File: src/pkg/occ_pkg.sv
// Package: offsets, fields and encodings of the offset corrector control bank
package occ_pkg;
  // Byte addresses on the register bus (two channel pages side by side)
  localparam logic [11:0] OCC_CTRL_OFFSET = 12'h0068;
  localparam logic [11:0] OCC_PAGE_A = 12'h0000;
  localparam logic [11:0] OCC_PAGE_B = 12'h0100;
  localparam logic [11:0] OCC_ADDR_CH_A = 12'h0068;
  localparam logic [11:0] OCC_ADDR_CH_B = 12'h0168;
  // Field positions
  localparam int OCC_BIT_FREEZE = 7;
  localparam int OCC_BIT_KEEP_HI = 5;
  localparam int OCC_BIT_BYPASS = 2;
  localparam int OCC_BIT_KEEP_LO = 1;
  // Reset value and storable bits
  localparam logic [7:0] OCC_CTRL_RESET = 8'h00;
  localparam logic [7:0] OCC_CTRL_MASK = 8'hA7;
  // Control patterns {bit7, bit5, bit1}
  localparam logic [2:0] OCC_PAT_RUN = 3'h3;
  localparam logic [2:0] OCC_PAT_FREEZE = 3'h7;
  // Bus responses
  localparam logic [1:0] OCC_RESP_OKAY = 2'h0;
  localparam logic [1:0] OCC_RESP_SLVERR = 2'h2;
  typedef enum logic [1:0] {
    OCC_MODE_OFF,
    OCC_MODE_RUN,
    OCC_MODE_FREEZE
  } occ_mode_t;
endpackage

File: src/design/occ_chan.sv
// One channel's control decode: register byte to corrector mode
`timescale 1ns/1ps
module occ_chan (
  // Clock and reset
  input wire logic clock,
  input wire logic sys_rst,
  // Register value
  input wire logic [7:0] ctrl,
  // Corrector controls
  output occ_pkg::occ_mode_t mode,
  output logic estimate_en,
  output logic bypass_corrector
);
  import occ_pkg::*;
  logic [2:0] pattern;
  occ_mode_t mode_ff, nxt_mode;
  logic est_ff, nxt_est;
  logic byp_ff, nxt_byp;

  always_comb begin
    pattern = {ctrl[OCC_BIT_FREEZE], ctrl[OCC_BIT_KEEP_HI], ctrl[OCC_BIT_KEEP_LO]};
    nxt_byp = ctrl[OCC_BIT_BYPASS];
    if (nxt_byp) begin
      nxt_mode = OCC_MODE_OFF;
    end else if (pattern == OCC_PAT_FREEZE) begin
      nxt_mode = OCC_MODE_FREEZE;
    end else begin
      nxt_mode = OCC_MODE_RUN;
    end
    // Freeze stops estimation; the held correction keeps being applied
    nxt_est = (nxt_mode == OCC_MODE_RUN);
  end

  always_ff @(posedge clock or posedge sys_rst) begin
    if (sys_rst) begin
      mode_ff <= OCC_MODE_RUN;
      est_ff <= 1'b1;
      byp_ff <= 1'b0;
    end else begin
      mode_ff <= nxt_mode;
      est_ff <= nxt_est;
      byp_ff <= nxt_byp;
    end
  end

  assign mode = mode_ff;
  assign estimate_en = est_ff;
  assign bypass_corrector = byp_ff;
endmodule

File: src/design/occ_ctrl_top.sv
// Offset corrector control bank for two channels behind an AXI4-Lite slave
//
// The AXI4-Lite slave port was decided locally.
`timescale 1ns/1ps
// Function
// - Pattern 111 with bit 2 clear stops estimation and keeps applying the last correction.
// - Pattern is bit 7, then bit 5, then bit 1 as LSB.
// - Bypass clear runs corrector, suppressing fs/8, fs/4, 3fs/8, fs/2 spurs.
// - Channel B has an identical, independent register at offset_corrector_ctrl_ch_a of its page.
module occ_ctrl_top (
  // Clock and reset
  input wire logic clock,
  input wire logic sys_rst,
  // AXI4-Lite write address
  input wire logic [11:0] s_axi_awaddr,
  input wire logic s_axi_awvalid,
  output logic s_axi_awready,
  // AXI4-Lite write data
  input wire logic [31:0] s_axi_wdata,
  input wire logic [3:0] s_axi_wstrb,
  input wire logic s_axi_wvalid,
  output logic s_axi_wready,
  // AXI4-Lite write response
  output logic [1:0] s_axi_bresp,
  output logic s_axi_bvalid,
  input wire logic s_axi_bready,
  // AXI4-Lite read address
  input wire logic [11:0] s_axi_araddr,
  input wire logic s_axi_arvalid,
  output logic s_axi_arready,
  // AXI4-Lite read data
  output logic [31:0] s_axi_rdata,
  output logic [1:0] s_axi_rresp,
  output logic s_axi_rvalid,
  input wire logic s_axi_rready,
  // Channel A corrector controls
  output occ_pkg::occ_mode_t mode_ch_a,
  output logic estimate_en_ch_a,
  output logic bypass_corrector_ch_a,
  // Channel B corrector controls
  output occ_pkg::occ_mode_t mode_ch_b,
  output logic estimate_en_ch_b,
  output logic bypass_corrector_ch_b
);
  import occ_pkg::*;

  // Register bank, one byte per channel page
  logic [7:0] ctrl_ff [2];
  logic [7:0] nxt_ctrl [2];

  // Write halves captured on their own, plus the response
  logic aw_ff, nxt_aw;
  logic [11:0] awaddr_ff, nxt_awaddr;
  logic w_ff, nxt_w;
  logic [7:0] wdata_ff, nxt_wdata;
  logic wstrb_ff, nxt_wstrb;
  logic bvalid_ff, nxt_bvalid;
  logic [1:0] bresp_ff, nxt_bresp;

  // Read answer
  logic rvalid_ff, nxt_rvalid;
  logic [1:0] rresp_ff, nxt_rresp;
  logic [31:0] rdata_ff, nxt_rdata;

  // Registered readies
  logic awready_ff, nxt_awready;
  logic wready_ff, nxt_wready;
  logic arready_ff, nxt_arready;

  // Write strobe and page select
  logic do_write;
  logic [1:0] wsel;

  // Per-channel decoder outputs
  occ_mode_t chan_mode [2];
  logic chan_est [2];
  logic chan_byp [2];

  // Write path: address and data latched independently, in either order
  always_comb begin
    nxt_aw = aw_ff;
    nxt_awaddr = awaddr_ff;
    nxt_w = w_ff;
    nxt_wdata = wdata_ff;
    nxt_wstrb = wstrb_ff;
    nxt_bvalid = bvalid_ff;
    nxt_bresp = bresp_ff;
    nxt_ctrl = ctrl_ff;
    if (s_axi_awvalid && awready_ff) begin
      nxt_aw = 1'b1;
      nxt_awaddr = s_axi_awaddr;
    end
    // Only byte lane 0 carries a register; upper lanes are ignored
    if (s_axi_wvalid && wready_ff) begin
      nxt_w = 1'b1;
      nxt_wdata = s_axi_wdata[7:0];
      nxt_wstrb = s_axi_wstrb[0];
    end
    do_write = aw_ff && w_ff && !bvalid_ff;
    wsel = {awaddr_ff == OCC_ADDR_CH_B, awaddr_ff == OCC_ADDR_CH_A};
    if (do_write) begin
      nxt_aw = 1'b0;
      nxt_w = 1'b0;
      nxt_bvalid = 1'b1;
      nxt_bresp = (wsel != 2'h0) ? OCC_RESP_OKAY : OCC_RESP_SLVERR;
      for (int i = 0; i < 2; i++) begin
        // Only bits 7, 5, 2, 1 and 0 are stored; the other bits always read back zero
        if (wsel[i] && wstrb_ff) begin
          nxt_ctrl[i] = wdata_ff & OCC_CTRL_MASK;
        end
      end
    end
    if (bvalid_ff && s_axi_bready) begin
      nxt_bvalid = 1'b0;
    end
  end

  // Read path: one cycle from address to data
  always_comb begin
    nxt_rvalid = rvalid_ff;
    nxt_rresp = rresp_ff;
    nxt_rdata = rdata_ff;
    if (s_axi_arvalid && arready_ff) begin
      nxt_rvalid = 1'b1;
      nxt_rresp = OCC_RESP_OKAY;
      if (s_axi_araddr == OCC_ADDR_CH_A) begin
        nxt_rdata = {24'h00_0000, ctrl_ff[0]};
      end else if (s_axi_araddr == OCC_ADDR_CH_B) begin
        nxt_rdata = {24'h00_0000, ctrl_ff[1]};
      end else begin
        nxt_rdata = 32'h0000_0000;
        nxt_rresp = OCC_RESP_SLVERR;
      end
    end else if (rvalid_ff && s_axi_rready) begin
      nxt_rvalid = 1'b0;
    end
  end

  // Ready group: each ready is a register, so it drops on the same edge that takes its half
  always_comb begin
    // One write in flight: stop taking halves until the response drains
    nxt_awready = !nxt_aw && !nxt_bvalid;
    nxt_wready = !nxt_w && !nxt_bvalid;
    // A read waits until its data has been accepted
    nxt_arready = !nxt_rvalid;
  end

  // Write group and register bank
  always_ff @(posedge clock or posedge sys_rst) begin
    if (sys_rst) begin
      ctrl_ff[0] <= OCC_CTRL_RESET;
      ctrl_ff[1] <= OCC_CTRL_RESET;
      aw_ff <= 1'b0;
      awaddr_ff <= 12'h000;
      w_ff <= 1'b0;
      wdata_ff <= 8'h00;
      wstrb_ff <= 1'b0;
      bvalid_ff <= 1'b0;
      bresp_ff <= 2'h0;
    end else begin
      ctrl_ff <= nxt_ctrl;
      aw_ff <= nxt_aw;
      awaddr_ff <= nxt_awaddr;
      w_ff <= nxt_w;
      wdata_ff <= nxt_wdata;
      wstrb_ff <= nxt_wstrb;
      bvalid_ff <= nxt_bvalid;
      bresp_ff <= nxt_bresp;
    end
  end

  // Read group
  always_ff @(posedge clock or posedge sys_rst) begin
    if (sys_rst) begin
      rvalid_ff <= 1'b0;
      rresp_ff <= 2'h0;
      rdata_ff <= 32'h0000_0000;
    end else begin
      rvalid_ff <= nxt_rvalid;
      rresp_ff <= nxt_rresp;
      rdata_ff <= nxt_rdata;
    end
  end

  // Readies stay low in reset so nothing is taken before release
  always_ff @(posedge clock or posedge sys_rst) begin
    if (sys_rst) begin
      awready_ff <= 1'b0;
      wready_ff <= 1'b0;
      arready_ff <= 1'b0;
    end else begin
      awready_ff <= nxt_awready;
      wready_ff <= nxt_wready;
      arready_ff <= nxt_arready;
    end
  end

  assign s_axi_awready = awready_ff;
  assign s_axi_wready = wready_ff;
  assign s_axi_bvalid = bvalid_ff;
  assign s_axi_bresp = bresp_ff;
  assign s_axi_arready = arready_ff;
  assign s_axi_rvalid = rvalid_ff;
  assign s_axi_rresp = rresp_ff;
  assign s_axi_rdata = rdata_ff;

  // Per-channel decode; patterns other than 011/111 are treated as running
  for (genvar g = 0; g < 2; g++) begin : g_chan
    occ_chan u_chan (
      .clock(clock),
      .sys_rst(sys_rst),
      .ctrl(ctrl_ff[g]),
      .mode(chan_mode[g]),
      .estimate_en(chan_est[g]),
      .bypass_corrector(chan_byp[g])
    );
  end
  // Page B carries the same fields and acts only on channel B
  assign mode_ch_a = chan_mode[0];
  assign estimate_en_ch_a = chan_est[0];
  assign bypass_corrector_ch_a = chan_byp[0];
  assign mode_ch_b = chan_mode[1];
  assign estimate_en_ch_b = chan_est[1];
  assign bypass_corrector_ch_b = chan_byp[1];
endmodule

File: config.mk
export PLATFORM = sky130hd
export DESIGN_NAME = occ_ctrl_top
export DESIGN_NICKNAME = d
export VERILOG_FILES = /design/src/pkg/occ_pkg.sv /design/src/design/occ_chan.sv /design/src/design/occ_ctrl_top.sv
export SDC_FILE = /design/constraint.sdc
export NUM_CORES = 1
export LEC_CHECK = 0
export BUFFER_PORTS_ARGS = -buffer_cell sky130_fd_sc_hd__buf_2
export CAP_MARGIN = 20
export CORE_UTILIZATION = 30
export CTS_BUF_LIST = sky130_fd_sc_hd__clkbuf_8
export CTS_CLUSTER_SIZE = 40
export DETAILED_ROUTE_END_ITERATION = 10
export GPL_ROUTABILITY_DRIVEN = 0
export PLACE_DENSITY_LB_ADDON = 0.1
export RECOVER_POWER = 25
export SLEW_MARGIN = 20
export SYNTH_ARGS = -nofsm -noshare
export SYNTH_HDL_FRONTEND = slang
export SYNTH_SLANG_ARGS = --single-unit
File: constraint.sdc
create_clock -name clock -period 2.2 [get_ports clock]
set_clock_uncertainty 0.1 [all_clocks]
set_input_delay 0.11 -clock clock [delete_from_list [all_inputs] [get_ports clock]]
set_output_delay 0.11 -clock clock [all_outputs]
set_load 0.02 [all_outputs]
==> metrics <==
Port Buf Inserts 56; worst path required time 2.28 ns; die width 86.80 um; std cell rows 30; Tot Pwr 2.499 mW; R2R Path Start awaddr_ff[11]; worst path arrival time 2.21 ns; worst-path cell chain or4b_4, or4_4, mux2_4; Max Freq 0.4696 GHz; fin crit period 2.130 ns; Hold Crit Class in -> reg; worst setup path category reg -> reg; Synth warnings 0; clk root buf clkbuf_8; Tot GR Track Use 0.1077; Cell Area, Synth 2157 um^2; Worst setup EP type flip-flop; Max Buffers Root-to-Sink 2; largest net degree at the start of global routing 21; switch share 0.2837; Worst Max-Slew Pin Slew 0.7834 ns; Wirelength per Cell 10.87 um; Final Hold Violating Endpoints 0; Cells after Synth 166; first-pass GRT wire length 6.147 mm; via-per-instance ratio 4.078; DPL Wire Length 2.797 mm; Overflow after GRT 0; Distinct cells, synth 35; setup TNS 0 ns; Peak VDD IR 388.3 uV; Tcrit/Tclk final 0.9680; Max stage delay on crit path 0.63 ns; worst-path maximum fanout 5; Die Ht 86.80 um; P_sw 0.7091 mW; CP Buf/Inv Count 0; Int Power 1.790 mW; top post-synthesis cells by area dfrtp_1, mux2_2, buf_4; vias in the first global route 1330; Post-DRT Antenna Nets 0; crit path max-delay cell type or4_4; TritonCTS Buffers 5; clock latency on the worst-skew pair 0.30 ns; Final #Nets 316; clock transition at the registers of the reported paths 0.09 ns; Hold Path Depth 3; vias post-DR 1411; Clock Sinks 48; reg2reg setup slack 0.07 ns; power share of the clock group 0.265; startpoint types flip-flop; WHS 0.07887 ns; Pwr per Cell Area 898.1 nW/um^2; Lkg Pwr 1.375 nW; setup bufs post-CTS 0; source of the worst hold timing path s_axi_arvalid; Max Slew Vio Count 0; CTS tree yes; layout cell share with drive strength beyond 1 0.4040; syn avg cell area 12.99 um^2; H-tree levels 2; RR Endpoint ctrl_ff[0]; RSZ-0062 raised after global routing false; Slew HR 0.4772; Iter 0 DRT Violations 17; Gate power share 0.232; post-synth top area share 0.5336; Worst Hold End s_axi_rresp[1]; Worst path top cell family by delay simple AND/OR/NAND/NOR gates; # IOs 116; DRT Pass-1 Iters 2; ANT cells 0; # fillers 688; status finished clean; Area growth syn-to-layout 29.00%; register area share after synthesis 0.5580; Initial Utilization 0.3140; DIE AREA 7533 um^2; initial antenna violation count 0; Post-route DRC 0; Worst Reg2Reg Path Length in Cells 3; Max Cap Viol 0; post-synthesis register bit count 48; sequential power share 0.502; area of the core 6869 um^2; dominant cell type by area after synthesis dfrtp_1; Total Wirelength 3.762 mm; final setup fails 0
-- worst max path at each step --
stage | start | endpoint | slack (ns) | cells after the start
floorplan | awaddr_ff[11] | ctrl_ff[0] | 0.1 | 4
global placement | awaddr_ff[11] | ctrl_ff[2] | 0.09 | 3
detailed placement | awaddr_ff[11] | ctrl_ff[5] | 0.09 | 3
CTS | awaddr_ff[11] | ctrl_ff[0] | 0.06 | 3
global route | awaddr_ff[11] | ctrl_ff[0] | 0.02 | 3
finish | awaddr_ff[11] | ctrl_ff[0] | 0.07 | 3
-- flip-flops by register name, summed over array words and instances (netlist names), 2 cells and up --
| register | flops |
|---|---|
| s_axi_rdata | 5 |
| g_chan.u_chan.bypass_corrector | 2 |
| g_chan.u_chan.mode | 2 |
| ctrl_ff | 10 |
| awaddr_ff | 12 |
| wdata_ff | 5 |
| g_chan.u_chan.estimate_en | 2 |
-- layer usage --
layer	vias up	track usage	routed length (um)
met1	656	0.1272	1677
met3	5	0.03524	263
met5	-	0	0
met2	66	0.1818	1765
li1	684	-	-
met4	0	0.04091	56
-- synthesized netlist by cell type, drive strengths merged --
master	n
nor4b	1
nand3	2
a31oi	2
a21oi	2
nor4	2
inv	4
clkbuf	1
a211oi	1
conb	1
dfstp	2
nor2	4
nor3	1
or4b	3
buf	33
o21a	1
and3b	1
nand2	8
nand4	1
nand4b	1
mux2	28
nor2b	2
dfrtp	46
or4bb	1
o21ai	8
or4	1
and2	1
or2	1
nor4bb	1
nand2b	1
mux2i	5
-- per-stage QoR --
| step | setup slack, ns | utilization | cell area [um^2] | std cells |
|---|---|---|---|---|
| detailed placement | 0.09035 | 0.3543 | 2434 | 315 |
| global route | 0.02125 | 0.4051 | 2783 | 346 |
| floorplan | 0.09983 | - | 2262 | 194 |
| CTS | 0.05757 | 0.4055 | 2785 | 346 |
| global placement | 0.09388 | 0.3543 | 2434 | 315 |
| finish | 0.07034 | 0.4051 | 2783 | 346 |
-- final cells by class --
class / count / area [um^2] / area share
inverter: 4 / 15.01 / 0.005396
sequential: 48 / 1204 / 0.4326
timing repair buffer: 82 / 530.5 / 0.1906
tap: 96 / 120.1 / 0.04317
multi-input combinational: 108 / 792.0 / 0.2846
clock inverter: 2 / 38.79 / 0.01394
clock buffer: 6 / 82.58 / 0.02968
-- worst min-delay path, stage by stage --
cell and delay (ns):
buf_2 0.08, and2_1 0.14, o21a_1 0.11
-- kinds of logic (layout without fill, tap and decap cells) --
logic type	Yosys count	after routing	share of synthesized area
buf+inv	38	94	0.1235
flops	48	48	0.5580
simple gates	32	32	0.1027
mux	33	33	0.1781
compound gates	14	14	0.03597
other cells	1	29	0.001738
-- layout by cell type, fill, tap and decap left out, drive strengths merged --
cell / count
nor4bb: 1
mux2: 28
conb: 29
nor2b: 2
nand2: 8
bufinv: 1
dfrtp: 46
a31oi: 2
buf: 57
a21oi: 2
a211oi: 1
nand2b: 1
inv: 4
nand3: 2
dfstp: 2
clkbuf: 8
or2: 1
and3b: 1
o21ai: 8
dlygate4sd3: 23
o21a: 1
nor3: 1
or4b: 3
nor2: 4
or4: 1
mux2i: 5
nand4: 1
nor4: 2
and2: 1
or4bb: 1
nor4b: 1
nand4b: 1
clkinv: 1
-- power groups by stage --
stage / Combinational, mW / Sequential [mW] / Clock, mW
after global placement: 0.555 / 1.27 / 0
after CTS: 0.591 / 1.26 / 0.702
final: 0.581 / 1.25 / 0.664
after detailed placement: 0.559 / 1.28 / 0
after floorplan: 0.441 / 1.27 / 0
after global routing: 0.637 / 1.30 / 0.732
-- what timing repair did --
action / in CTS / in global routing
gates resized for setup: 0 / 0
hold endpoints to repair: 39 / 0
hold buffers: 23 / 0
setup endpoints to repair: 0 / 0
Power figures use the tool's default switching activity.
